[config.mk]
export PLATFORM = sky130hd
export DESIGN_NAME = channel_fault_flag_bank
export DESIGN_NICKNAME = d
export VERILOG_FILES = /design/src/common/fault_flag_pkg.sv /design/src/verilog/flag_latch.sv /design/src/verilog/channel_fault_flag_bank.sv
export SDC_FILE = /design/constraint.sdc
export NUM_CORES = 1
export LEC_CHECK = 0
export ABC_AREA = 1
export BUFFER_PORTS_ARGS = -buffer_cell sky130_fd_sc_hd__buf_2
export CAP_MARGIN = 25
export CORE_MARGIN = 2
export CORE_UTILIZATION = 40
export CTS_BUF_LIST = sky130_fd_sc_hd__clkbuf_8 sky130_fd_sc_hd__clkbuf_16
export CTS_CLUSTER_DIAMETER = 30
export DETAILED_ROUTE_END_ITERATION = 8
export SETUP_SLACK_MARGIN = 0.02
export SLEW_MARGIN = 10
export SYNTH_ARGS = -nofsm -noshare
export SYNTH_HDL_FRONTEND = slang
export SYNTH_SLANG_ARGS = --single-unit
[constraint.sdc]
create_clock -name clock -period 1.2 [get_ports clock]
set_input_delay 0.24 -clock clock [delete_from_list [all_inputs] [get_ports clock]]
set_output_delay 0.24 -clock clock [all_outputs]
set_load 0.02 [all_outputs]
[src/common/fault_flag_pkg.sv]
package fault_flag_pkg;

  localparam int CHANNELS = 8;
  localparam logic [7:0] BASE_ADDR = 8'h00;
  localparam logic [7:0] OFF_DIAG_EN_OFFSET = 8'h0D;
  localparam logic [7:0] OVERLOAD_CLEAR_OFFSET = 8'h0F;
  localparam logic [7:0] OVERLOAD_FLAGS_OFFSET = 8'h12;
  localparam logic [7:0] OFF_OPEN_LOAD_OFFSET = 8'h13;
  localparam logic [7:0] ON_OPEN_LOAD_OFFSET = 8'h14;
  localparam logic [7:0] SHORT_FLAGS_OFFSET = 8'h15;
  localparam logic [7:0] FLAGS_RESET = 8'h00;
  localparam logic [7:0] OFF_DIAG_EN_RESET = 8'h00;

  typedef struct packed {
    logic [7:0] overload;
    logic [7:0] off_open;
    logic [7:0] on_open;
    logic [7:0] short_gb;
  } fault_vec_t;

  typedef struct packed {
    logic rd;
    logic wr;
    logic [7:0] addr;
    logic [7:0] wdata;
  } reg_req_t;

endpackage : fault_flag_pkg

[src/verilog/flag_latch.sv]
`timescale 1ns/1ns
`default_nettype none

// One bank of per-channel sticky flags; a set always beats a clear.
module flag_latch #(
  parameter int WIDTH = 8
) (
  input wire logic clock,
  input wire logic rst_n,
  input wire logic clk_en,
  input wire logic [WIDTH-1:0] set_in,
  input wire logic [WIDTH-1:0] clear_in,
  output logic [WIDTH-1:0] flags
);

  logic [WIDTH-1:0] flags_reg;
  logic [WIDTH-1:0] flags_next;

  genvar i;
  generate
    for (i = 0; i < WIDTH; i++) begin : g_bit
      assign flags_next[i] = set_in[i] | (flags_reg[i] & ~clear_in[i]);
    end
  endgenerate

  always_ff @(posedge clock or negedge rst_n) begin
    if (!rst_n) begin
      flags_reg <= WIDTH'(fault_flag_pkg::FLAGS_RESET);
    end else if (clk_en) begin
      flags_reg <= flags_next;
    end
  end

  assign flags = flags_reg;

endmodule : flag_latch

`default_nettype wire

[src/verilog/channel_fault_flag_bank.sv]
`timescale 1ns/1ns
`default_nettype none

////////////////////////////////////////////////////////////////////////////////
// Operation
// - Bit n of every flag register reports channel n; bit 7 is channel 7.
// - Overload flags at 0x12 read 1 after overcurrent or overtemperature.
// - Writing 1 to clear register 0x0F clears overload bit; 0 ignored.
// - Register 0x13 flags open load seen while driver off.
// - Register 0x14 flags open load seen while driver on.
// - Register 0x15 flags short to ground or battery seen in off state.
// - Base address is zero, so offsets are absolute addresses.
// - Flag registers reset to zero only on power-on reset.
// - Off-state diagnosis runs only for channels enabled in register 0x0D.
module channel_fault_flag_bank #(
  parameter int CHANNELS = fault_flag_pkg::CHANNELS
) (
  input wire logic clock,
  input wire logic rst_n,
  input wire logic clk_en,
  input wire fault_flag_pkg::reg_req_t req,
  input wire fault_flag_pkg::fault_vec_t detect,
  output logic [7:0] rdata,
  output logic rvalid,
  output logic [7:0] off_diag_enable
);

  // The flags only respond to power-on reset; other reset sources stay
  // outside this block so a soft reset cannot hide a past fault.
  logic [7:0] off_en_reg;
  logic [7:0] rdata_reg;
  logic rvalid_reg;
  logic [7:0] abs_addr;
  logic hit_ovl, hit_offo, hit_ono, hit_shg, hit_en, hit_clr;
  logic rd_ovl, rd_offo, rd_ono, rd_shg;
  logic [7:0] ovl_flags, offo_flags, ono_flags, shg_flags;
  logic [7:0] ovl_clear;
  logic [7:0] offo_set, shg_set;
  logic [7:0] rdata_next;

  function automatic logic addr_is(input logic [7:0] a, input logic [7:0] off);
    addr_is = (a == 8'(fault_flag_pkg::BASE_ADDR + off));
  endfunction : addr_is

  assign abs_addr = req.addr;
  assign hit_ovl = addr_is(abs_addr, fault_flag_pkg::OVERLOAD_FLAGS_OFFSET);
  assign hit_offo = addr_is(abs_addr, fault_flag_pkg::OFF_OPEN_LOAD_OFFSET);
  assign hit_ono = addr_is(abs_addr, fault_flag_pkg::ON_OPEN_LOAD_OFFSET);
  assign hit_shg = addr_is(abs_addr, fault_flag_pkg::SHORT_FLAGS_OFFSET);
  assign hit_en = addr_is(abs_addr, fault_flag_pkg::OFF_DIAG_EN_OFFSET);
  assign hit_clr = addr_is(abs_addr, fault_flag_pkg::OVERLOAD_CLEAR_OFFSET);

  assign rd_ovl = req.rd & hit_ovl;
  assign rd_offo = req.rd & hit_offo;
  assign rd_ono = req.rd & hit_ono;
  assign rd_shg = req.rd & hit_shg;

  // Clearing only on written ones keeps other channels' faults intact.
  assign ovl_clear = (req.wr & hit_clr) ? req.wdata : 8'h00;

  // Off-state results from disabled channels are dropped.
  assign offo_set = detect.off_open & off_en_reg;
  assign shg_set = detect.short_gb & off_en_reg;

  flag_latch #(.WIDTH(CHANNELS)) u_ovl (
    .clock(clock), .rst_n(rst_n), .clk_en(clk_en),
    .set_in(detect.overload),
    .clear_in(ovl_clear),
    .flags(ovl_flags)
  );

  flag_latch #(.WIDTH(CHANNELS)) u_offo (
    .clock(clock), .rst_n(rst_n), .clk_en(clk_en),
    .set_in(offo_set),
    .clear_in({8{rd_offo}}),
    .flags(offo_flags)
  );

  flag_latch #(.WIDTH(CHANNELS)) u_ono (
    .clock(clock), .rst_n(rst_n), .clk_en(clk_en),
    .set_in(detect.on_open),
    .clear_in({8{rd_ono}}),
    .flags(ono_flags)
  );

  flag_latch #(.WIDTH(CHANNELS)) u_shg (
    .clock(clock), .rst_n(rst_n), .clk_en(clk_en),
    .set_in(shg_set),
    .clear_in({8{rd_shg}}),
    .flags(shg_flags)
  );

  // Bit n of each register is channel n, no reordering.
  assign rdata_next = hit_ovl ? ovl_flags :
                      hit_offo ? offo_flags :
                      hit_ono ? ono_flags :
                      hit_shg ? shg_flags :
                      hit_en ? off_en_reg :
                      8'h00;

  ////////////////////////////////////////////////////////////////////////////
  always_ff @(posedge clock or negedge rst_n) begin
    if (!rst_n) begin
      off_en_reg <= fault_flag_pkg::OFF_DIAG_EN_RESET;
    end else if (clk_en && req.wr && hit_en) begin
      off_en_reg <= req.wdata;
    end
  end

  always_ff @(posedge clock or negedge rst_n) begin
    if (!rst_n) begin
      rdata_reg <= fault_flag_pkg::FLAGS_RESET;
      rvalid_reg <= 1'b0;
    end else if (clk_en) begin
      rvalid_reg <= req.rd;
      if (req.rd) begin
        rdata_reg <= rdata_next;
      end
    end
  end

  assign rdata = rdata_reg;
  assign rvalid = rvalid_reg;
  assign off_diag_enable = off_en_reg;
endmodule : channel_fault_flag_bank

`default_nettype wire

After elaboration in Yosys (flattened, before gate mapping)
Cells that the tools add are included.
{"block": "totals", "output_inout_bits": 17, "input_bits": 53, "register_bits": 49, "word_cells": 103}
{"block": "op_classes", "n_reduce_logical": 3, "n_eq_ne": 6, "mux": 6, "n_bitwise": 81}
{"op": "$mux 8", "count": 6}
{"op": "$and 1x1->1", "count": 36}
{"op": "$eq 8x5->1 const B", "count": 4}
{"op": "$or 1x1->1", "count": 32}
{"op": "$and 8x8->8", "count": 2}
{"op": "$eq 8x4->1 const B", "count": 2}
{"op": "$not 1->1", "count": 11}
{"op": "$logic_and 1x1->1", "count": 2}
{"op": "$reduce_and 2->1", "count": 1}

Longest topological paths before layout
Gate-level depths: netlist of the first run.
{"block": "depth", "depth_word": 6, "mapped_depth": 10, "depth_no_buf": 9}

Modules after synthesis
Synthesis of the first run repeated with hierarchy kept, for this count alone.
{"block": "unflattened", "cells_unflattened": 404, "area_unflattened_um2": 2867.8}
{"mod": "channel_fault_flag_bank", "n_inst": 1, "seq_area_each_um2": 425.4, "cells_each": 236, "area_each_um2": 1461.4}
{"mod": "flag_latch", "n_inst": 4, "seq_area_each_um2": 200.2, "cells_each": 42, "area_each_um2": 351.6}

Worst setup path after synthesis of the first run
Ideal clock, no wire load.
{"block": "synth_path", "path_type": "input to register", "from": "in req[9] (netlist name)", "to": "reg off_en_reg[5], in the netlist off_diag_enable[5]", "path_slack_ns": -0.094, "stages": 7, "arrival_time_ns": 1.169, "setup_time_ns": 0.125, "n_path_buf": 1, "required_time_ns": 1.075, "cell_sequence": "inv_1 nand2_4 nor2_4 nand2_4 nor2_4 buf_8 mux2_4"}
{"block": "synth_between", "elab_chain_cells": 2}
{"element": "start, declared", "line_no": "channel_fault_flag_bank.sv:21", "source": "input wire fault_flag_pkg::reg_req_t req,"}
{"element": "$eq 8x4->1", "line_no": "channel_fault_flag_bank.sv:42", "source": "addr_is = (a == 8'(fault_flag_pkg::BASE_ADDR + off));"}
{"element": "$logic_and 1x1->1", "line_no": "channel_fault_flag_bank.sv:105", "source": "end else if (clk_en && req.wr && hit_en) begin"}
{"element": "end signal, assigned", "line_no": "channel_fault_flag_bank.sv:104", "source": "off_en_reg <= fault_flag_pkg::OFF_DIAG_EN_RESET;"}
{"element": "end signal, assigned", "line_no": "channel_fault_flag_bank.sv:106", "source": "off_en_reg <= req.wdata;"}
{"element": "end, declared", "line_no": "channel_fault_flag_bank.sv:30", "source": "logic [7:0] off_en_reg;"}
Every way passes these cells.
A chain may end at the register's enable or synchronous reset.

Worst setup path after layout of the first run
{"block": "layout_path", "from": "reg off_en_reg[6], in the netlist off_diag_enable[6]", "to": "out off_diag_enable[6]"}
{"element": "end, declared", "line_no": "channel_fault_flag_bank.sv:25", "source": "output logic [7:0] off_diag_enable"}
No word-level cell between the ends.

==> out/results.ini, run 1 <==
[finish]
stdcell_area_um2 = 3230
drive_gt1_frac = 0.351
diodes = 0
area_growth_pct = 33.1
final_nets = 438

[placement]
io_buffers = 69
hpwlAfterDp_um = 5050
place_congestion = 0.872
dpl-instance-area_um2 = 3040

[detailed_routing]
drc = 0
wl_per_cell_um = 14.6
num_vias = 2307
routed_wl_um = 6730
antenna_left = 0
drt-initial-drc-count = 187
vias_per_cell = 5.02
drt_first_pass_iters = 4

[sta]
final_max_slew_viol_count = 0
hold_viol = 0
tightest_slew_ns = 0.312
final.min_clock_period_ns = 1.19
fin_crit_sh = 0.991
max_freq_ghz = 0.841
slew_headroom = 0.792
setup_tns_ns = 0
clock_skew_ns = 0.00369
setup_violations = 0
rsz0062_at_grt = yes

[worst_setup_path]
critical_path_class = reg -> out
r2r_cells = 7
cp_data_arrival_time_ns = 0.95
worstPathMaxFanout = 2
start_kind = flop
cp.required_ns = 0.96
setup.worst_path.end_class = primary output

[power]
power_uw = 3200
switching_share = 0.273
p_int_uw = 2330
leakage_uw = 0.00164
seqPwrFrac = 0.555
peakVddDrop_uv = 415
power_frac_comb = 0.149
p_switching_uw = 875
power.density_nw_per_um2 = 992
clkPwrFrac = 0.296

[clock_tree]
cts_max_path_buffers = 2
cts_sinks = 49
cts.clk_slew.worst_paths_ns = 0.09
cts_max_level = 2
cts_tree = done
insertion_delay_ns = 0.30
root_buffer = clkbuf_8
cts_made_buffers = 5

[yosys]
synth_top_area_frac = 0.506
synth.cell_area_um2 = 2420
synthTopCellsByCount = 66 x nand2_1, 49 x dfrtp_1, 49 x nand3_1
synth.distinct_cells = 25
synth_edf_count = 0
async_flop_share = 1.00
syn_nets = 335
ys_seq_elements = 49
syn_avg_cell_area_um2 = 8.59
syn_inst = 282
synth_flop_cell = dfrtp_1
yosysWarnings = 0
synth_area_leaders = dfrtp_1 51%, nand2_1 10%, nand3_1 10%
synth_top_area_cell = dfrtp_1
yosysSeqAreaShare = 0.506
yosysMostFrequentCell = nand2_1

[floorplan]
die_x_um = 81.8
row_count = 28
io_pins = 70
die_area_um2 = 6700
die_y_um = 81.8
initial_utilization = 0.412
core-area_um2 = 5890

[global_routing]
use_met3 = 0.0275
grt_pass1_wl_um = 10800
grt.total_usage = 0.218
grt_pass1_vias = 2272
gr-total-overflow = 0
busiest_layer = met2
grt_max_degree = 50
antenna_found_initial = 0
use_met1 = 0.293
use_met2 = 0.363

[min_path]
min_path_type = in -> reg
holdPathStages = 3

[job]
cap_violations = 0

[status]
outcome = complete, no violations

## critical path, stage by stage (launching register included)
cell and delay [ns]:
dfrtp_1 0.40, buf_6 0.13, buf_6 0.12
## placed cells by master, fill, tap and decap left out, types with 2 or more instances in the layout
master,instances
inv_2,2
a22o_1,6
buf_4,34
nand2_1,64
nand3_1,49
o21ai_0,28
inv_1,20
dfrtp_2,3
nor2_1,12
o21a_1,2
o21ai_1,6
nand4_1,6
dfrtp_1,46
a21oi_1,7
mux2_4,2
clkbuf_8,5
mux2_2,2
nand2_4,3
buf_6,4
nand2_2,3
nor2_4,5
buf_2,65
## metrics by stage
| stage | worst slack [ns] | hold slack [ns] | utilization | std cells |
|---|---|---|---|---|
| 3_3_place_gp | -0.211 | 0.250 | 0.516 | 443 |
| 4_1_cts | 0.00949 | 0.128 | 0.540 | 456 |
| 5_1_grt | -0.0162 | 0.138 | 0.548 | 460 |
| 3_5_place_dp | -0.261 | 0.252 | 0.516 | 443 |
| 2_1_floorplan | -0.0509 | -0.0556 | - | 282 |
| 6_report | 0.0110 | 0.130 | 0.548 | 460 |
## cells by family after synthesis
kind of cell | after synthesis | synth area share
AOI/OAI and AO/OA | 50 | 0.116
buffers and inverters | 32 | 0.0573
DFF | 49 | 0.506
muxes | 4 | 0.0217
and+or+nand+nor | 147 | 0.299
## power by group through the flow
stage                     combinational [µW]  sequential, µW  clock, µW
after floorplan                          180            1830          0
after global placement                   445            1810          0
after detailed placement                 452            1810          0
after CTS                                470            1770        972
after global routing                     538            1780       1020
final                                    478            1780        949
## repair_timing
action / 4_1_cts / 5_1_grt
endpoints found under the hold margin: 49 / 0
hold buffers: 1 / 0
pin swaps: 0 / 5
setup endpoints to repair: 6 / 16
resized for setup: 6 / 12
setup buffers: 5 / 4
## layout make-up
cell class | instances | area [µm²]
Fill cell | 572 | 2660
Sequential cell | 49 | 1230
Multi-Input combinational cell | 201 | 1060
Timing Repair Buffer | 106 | 663
Inverter | 22 | 95.1
Tap cell | 75 | 93.8
Clock buffer | 5 | 68.8
Clock inverter | 2 | 12.5
## worst paths after layout
kind	to	from	slack [ns]
max in group asynchronous	off_diag_enable[3]$_DFFE_PN0P_	rst_n	0.52
min in group asynchronous	u_ovl.flags[1]$_DFFE_PN0P_	rst_n	0.45
setup reg to reg	rdata[6]$_DFFE_PN0P_	off_diag_enable[6]$_DFFE_PN0P_	0.11
setup / recovery	off_diag_enable[6]	off_diag_enable[6]$_DFFE_PN0P_	0.01
hold reg to reg	rdata[4]$_DFFE_PN0P_	rdata[4]$_DFFE_PN0P_	0.48
hold / removal	u_ovl.flags[7]$_DFFE_PN0P_	detect[31]	0.13
## per-layer routing
layer / vias up / share of wire
met5: - / 0
met4: 0 / 0.021
met3: 11 / 0.053
met2: 79 / 0.46
met1: 1064 / 0.47
li1: 1153 / -
Note: power is estimated with default switching activity, not from simulation.
==> run 2, diff against run 1 <==
--- a/config.mk
+++ b/config.mk
@@ -5,7 +5,6 @@
 export SDC_FILE = /design/constraint.sdc
 export NUM_CORES = 1
 export LEC_CHECK = 0
-export ABC_AREA = 1
 export BUFFER_PORTS_ARGS = -buffer_cell sky130_fd_sc_hd__buf_2
 export CAP_MARGIN = 25
 export CORE_MARGIN = 2
==> run 2 against run 1 <==
  * The flow now finishes with violations (setup timing)
  * Fmax fell by 11%
  * Hold slack better by 0.026 ns
  * Routed wire length grew 2.5%
  * Global-route usage is 0.34 points higher
  * Combinational power is 32% higher
  * Critical endpoint is now off_diag_enable[7]$_DFFE_PN0P_
==> out/results.ini, run 2 <==
[placement]
pre_cts_slack_ns = -0.482
place_congestion = 0.845
hpwlAfterDp_um = 4660
io_buffers = 69

[detailed_routing]
met1Wirelength_um = 3110
route.met2.wl_um = 3340
highest_layer = met4
antenna_left = 0
drt-initial-drc-count = 116
detailroute.wirelength.met3_um = 390
wl_per_cell_um = 17.7
drc = 0
drt_first_pass_iters = 4
vias_per_cell = 5.46
num_vias = 2131
routed_wl_um = 6900

[sta]
setup_violations = 32
tightest_slew_ns = 0.372
clock_skew_ns = 0.00992
slew_headroom = 0.750
fin_crit_sh = 1.11
final.min_clock_period_ns = 1.34
fin_ws_ns = -0.135
max_freq_ghz = 0.749
final_max_slew_viol_count = 0
setup_tns_ns = -1.93
hold_viol = 0
rsz0062_at_grt = yes

[worst_setup_path]
start_kind = input port
cp_data_arrival_time_ns = 1.52
critical_path_class = in -> reg
cp_top_family = simple AND/OR/NAND/NOR gates
cp.required_ns = 1.39
setup.worst_path.end_class = flop
slowest_stage = or3_4
worstPathMaxFanout = 8
regToRegSetupSlack_ns = -0.01
critPathMaxStageDelay_ns = 0.40
crit_chain = buf_6 -> or3_4 -> nor3_4 -> and3_4 -> mux2_4
path_buf_inv = 1

[floorplan]
initial_utilization = 0.419
die_y_um = 80.7
row_count = 27
core-area_um2 = 5610
die_x_um = 80.7
io_pins = 70
die_area_um2 = 6510

[finish]
nFillCells = 507
final_cell_mix = 65 x buf_2, 46 x dfrtp_1, 38 x buf_4
diodes = 0
area_growth_pct = 41.6
multi_input_area_um2 = 1120
final_nets = 370
final-seq-area_um2 = 1230
drive_gt1_frac = 0.472
layout_commonest_cell = buf_2

[status]
outcome = finished with violations
violations = setup timing

[yosys]
yosysSeqAreaShare = 0.521
synth_edf_count = 0
synth_area_leaders = dfrtp_1 52%, a32o_1 6.8%, a22o_1 6.0%
ys_seq_elements = 49
synth_top_area_frac = 0.521
synthTopCellsByCount = 49 x dfrtp_1, 16 x a22o_1, 16 x a32o_1
async_flop_share = 1.00
synth.distinct_cells = 35
synth.cell_area_um2 = 2350
syn_avg_cell_area_um2 = 11.3
syn_nets = 261
yosysWarnings = 0
syn_inst = 208
synth_top_area_cell = dfrtp_1
synth_flop_cell = dfrtp_1
yosysMostFrequentCell = dfrtp_1

[clock_tree]
cts_max_path_buffers = 2
cts_sinks = 49
cts_made_buffers = 5
cts_max_level = 2
cts.clk_slew.worst_paths_ns = 0.10
insertion_delay_ns = 0.31
root_buffer = clkbuf_8
cts_tree = done

[global_routing]
grt_pass1_wl_um = 10800
antenna_found_initial = 0
gr-total-overflow = 0
grt.total_usage = 0.222
grt_pass1_vias = 2118
grt_max_degree = 50

[power]
switching_share = 0.252
p_switching_uw = 934
power.density_nw_per_um2 = 1110
seqPwrFrac = 0.498
power_frac_comb = 0.171
peakVddDrop_uv = 651
leakage_uw = 0.00160
clkPwrFrac = 0.331
p_int_uw = 2770

[min_path]
min_path_type = in -> reg

[job]
cap_violations = 0

[run 2: worst paths after layout]
path / startpoint / endpoint / cells after the start
max in group asynchronous: rst_n / off_diag_enable[0]$_DFFE_PN0P_ / 3
max reg2reg: u_shg.flags[6]$_DFFE_PN0P_ / rdata[6]$_DFFE_PN0P_ / 4
max: req[13] / off_diag_enable[7]$_DFFE_PN0P_ / 5
min in group asynchronous: rst_n / rdata[1]$_DFFE_PN0P_ / 3
min reg2reg: u_shg.flags[1]$_DFFE_PN0P_ / u_shg.flags[1]$_DFFE_PN0P_ / 1
min: detect[28] / u_ovl.flags[4]$_DFFE_PN0P_ / 2
[run 2: worst reg2reg max path: cells and delay by family (launching register included)]
| kind | cells | cell delay [ns] |
|---|---|---|
| flip-flops | 1 | 0.39 |
| AO/OA/AOI/OAI | 3 | 0.51 |
| AND/OR/NAND/NOR | 1 | 0.19 |
[run 2: final cells by class]
class | instances | area share
Timing Repair Buffer | 116 | 0.232
Clock inverter | 2 | 0.0101
Tap cell | 72 | 0.0270
Multi-Input combinational cell | 144 | 0.336
Clock buffer | 6 | 0.0248
Inverter | 1 | 0.00113
Sequential cell | 49 | 0.369
[run 2: metrics by stage]
stage               total power [µW]  instance area, µm²  hold WS [ns]   util  cells
floorplan                       2150                2400       -0.0556      -    208
global placement                2430                3000         0.250  0.534    367
detailed placement              2440                3000         0.249  0.534    367
CTS                             3680                3220         0.155  0.575    384
global route                    3890                3330         0.146  0.594    390
finish                          3710                3330         0.156  0.594    390
[run 2: layer usage]
layer	global-route usage	up-vias
met2	0.358	72
met4	0.0576	0
met1	0.305	1040
met5	0	-
li1	-	1014
met3	0.0438	5
[run 2: cells by family after synthesis]
logic type,count (synthesis),share of synthesized area
and+or+nand+nor,71,0.171
AOI/OAI and AO/OA,63,0.214
DFF,49,0.521
buffers and inverters,15,0.0335
muxes,10,0.0596
[run 2: power by group through the flow]
stage	Sequential [µW]	Combinational (µW)	Clock [µW]
2_1_floorplan	1900	250	0
3_3_place_gp	1880	556	0
3_5_place_dp	1880	563	0
4_1_cts	1840	592	1240
5_1_grt	1860	691	1340
6_report	1850	633	1230
[run 2: what timing repair did]
| action | CTS | global route |
|---|---|---|
| gates resized for setup | 10 | 21 |
| setup endpoints to repair | 48 | 49 |
| hold buffers | 1 | 0 |
| pin swaps | 4 | 15 |
| setup buffers | 8 | 6 |
| hold endpoints to repair | 49 | 0 |
==> run 3, diff against run 2 <==
--- a/config.mk
+++ b/config.mk
@@ -5,11 +5,11 @@
 export SDC_FILE = /design/constraint.sdc
 export NUM_CORES = 1
 export LEC_CHECK = 0
-export BUFFER_PORTS_ARGS = -buffer_cell sky130_fd_sc_hd__buf_2
+export BUFFER_PORTS_ARGS = -buffer_cell sky130_fd_sc_hd__buf_4
 export CAP_MARGIN = 25
 export CORE_MARGIN = 2
 export CORE_UTILIZATION = 40
-export CTS_BUF_LIST = sky130_fd_sc_hd__clkbuf_8 sky130_fd_sc_hd__clkbuf_16
+export CTS_BUF_LIST = sky130_fd_sc_hd__clkbuf_8
 export CTS_CLUSTER_DIAMETER = 30
 export DETAILED_ROUTE_END_ITERATION = 8
 export SETUP_SLACK_MARGIN = 0.02
==> run 3 against run 2 <==
  * The flow still finishes with violations (setup timing)
  * Register-to-register slack gained 0.05 ns
  * Global-route usage grew 0.46 points
  * Die area is the same
==> out/results.ini, run 3 (synthesis results as in run 2) <==
[power]
power.density_nw_per_um2 = 1070
leakage_uw = 0.00164
peakVddDrop_uv = 723

[clock_tree]
cts_max_level = 2
insertion_delay_ns = 0.30
cts_tree = done
cts_max_path_buffers = 2
cts_sinks = 49
cts.clk_slew.worst_paths_ns = 0.09
cts_made_buffers = 5
root_buffer = clkbuf_8

[floorplan]
core-area_um2 = 5610
die_x_um = 80.7
row_count = 27
die_y_um = 80.7
die_area_um2 = 6510
initial_utilization = 0.419
io_pins = 70

[sta]
setup_violations = 32
tightest_slew_ns = 0.339
final_max_slew_viol_count = 0
max_freq_ghz = 0.755
rsz0062_at_grt = yes
hold_viol = 0
hold_slack_ns = 0.160
final.min_clock_period_ns = 1.32
setup_tns_ns = -1.50
slew_headroom = 0.772
fin_ws_ns = -0.124
fin_crit_sh = 1.10
clock_skew_ns = 0.00214

[detailed_routing]
vias_per_cell = 5.50
wl_per_cell_um = 17.7
routed_wl_um = 6910
num_vias = 2151
antenna_left = 0
drt-initial-drc-count = 102
drt_first_pass_iters = 4
drc = 0

[finish]
drive_gt1_frac = 0.486
stdcell_area_um2 = 3510
diodes = 0
final_cell_mix = 106 x buf_4, 44 x dfrtp_1, 16 x a22o_1, 16 x a32o_1
area_growth_pct = 49.1
nFillCells = 493
final_nets = 371
layout_commonest_cell = buf_4
instances_no_fill = 391

[global_routing]
grt_pass1_vias = 2189
grt.total_usage = 0.226
gr-total-overflow = 0
antenna_found_initial = 0
grt_max_degree = 50
grt_pass1_wl_um = 11000

[worst_setup_path]
worstPathMaxFanout = 8
critical_path_class = in -> reg
cp_data_arrival_time_ns = 1.52
cp.required_ns = 1.39
start_kind = input port
setup.worst_path.end_class = flop

[status]
violations = setup timing
outcome = finished with violations

[placement]
hpwlAfterDp_um = 4850
dp.cells = 370
dpl-instance-area_um2 = 3200
place_congestion = 0.820
io_buffers = 69
pre_cts_slack_ns = -0.475

[job]
cap_violations = 0

[min_path]
min_path_type = in -> reg

[run 3: timing repair]
action,CTS,global route
hold endpoints to repair,49,0
gates resized for setup,10,15
endpoints found under the setup margin,46,54
hold buffers,1,0
gates cloned,0,0
buffers inserted,4,9
pin swaps,9,10
[run 3: report_power, final]
group,switching (µW),internal (µW),total [µW]
Sequential,73.2,1770,1850
Combinational,301,383,684
Clock,544,671,1220
Total,917,2830,3750
[run 3: per-layer routing]
metal / vias up / global-route usage / routed length [µm]
met5: - / 0 / 0
met4: 0 / 0.0627 / 80
met3: 6 / 0.0404 / 442
met2: 73 / 0.359 / 3240
met1: 1060 / 0.318 / 3150
li1: 1012 / - / -
[run 3: layout make-up]
class                           instances  area [µm²]  area share
Timing Repair Buffer                  117         945       0.269
Tap cell                               72        90.1      0.0257
Inverter                                1        3.75     0.00107
Multi-Input combinational cell        144        1120       0.319
Clock buffer                            6        82.6      0.0235
Clock inverter                          2        33.8     0.00963
Sequential cell                        49        1230       0.351
[run 3: critical path, cell delays in order]
cell and delay (ns):
buf_6 0.09, or3_4 0.41, nor3_4 0.13, and3_4 0.32, mux2_4 0.32
[run 3: stage by stage]
step	util	total power, µW
floorplan	-	2150
global placement	0.571	2510
detailed placement	0.571	2520
CTS	0.605	3750
global route	0.625	3940
finish	0.625	3750
[run 3: path summary, 6_finish.rpt]
kind	from	to	slack [ns]	depth (start not counted)
max reg2reg	u_shg.flags[7]$_DFFE_PN0P_	rdata[7]$_DFFE_PN0P_	0.04	4
min in group asynchronous	rst_n	rdata[2]$_DFFE_PN0P_	0.42	3
max in group asynchronous	rst_n	off_diag_enable[6]$_DFFE_PN0P_	0.51	3
max	req[13]	off_diag_enable[2]$_DFFE_PN0P_	-0.12	5
min	detect[14]	u_ono.flags[6]$_DFFE_PN0P_	0.16	2
min reg2reg	u_shg.flags[1]$_DFFE_PN0P_	u_shg.flags[1]$_DFFE_PN0P_	0.50	1
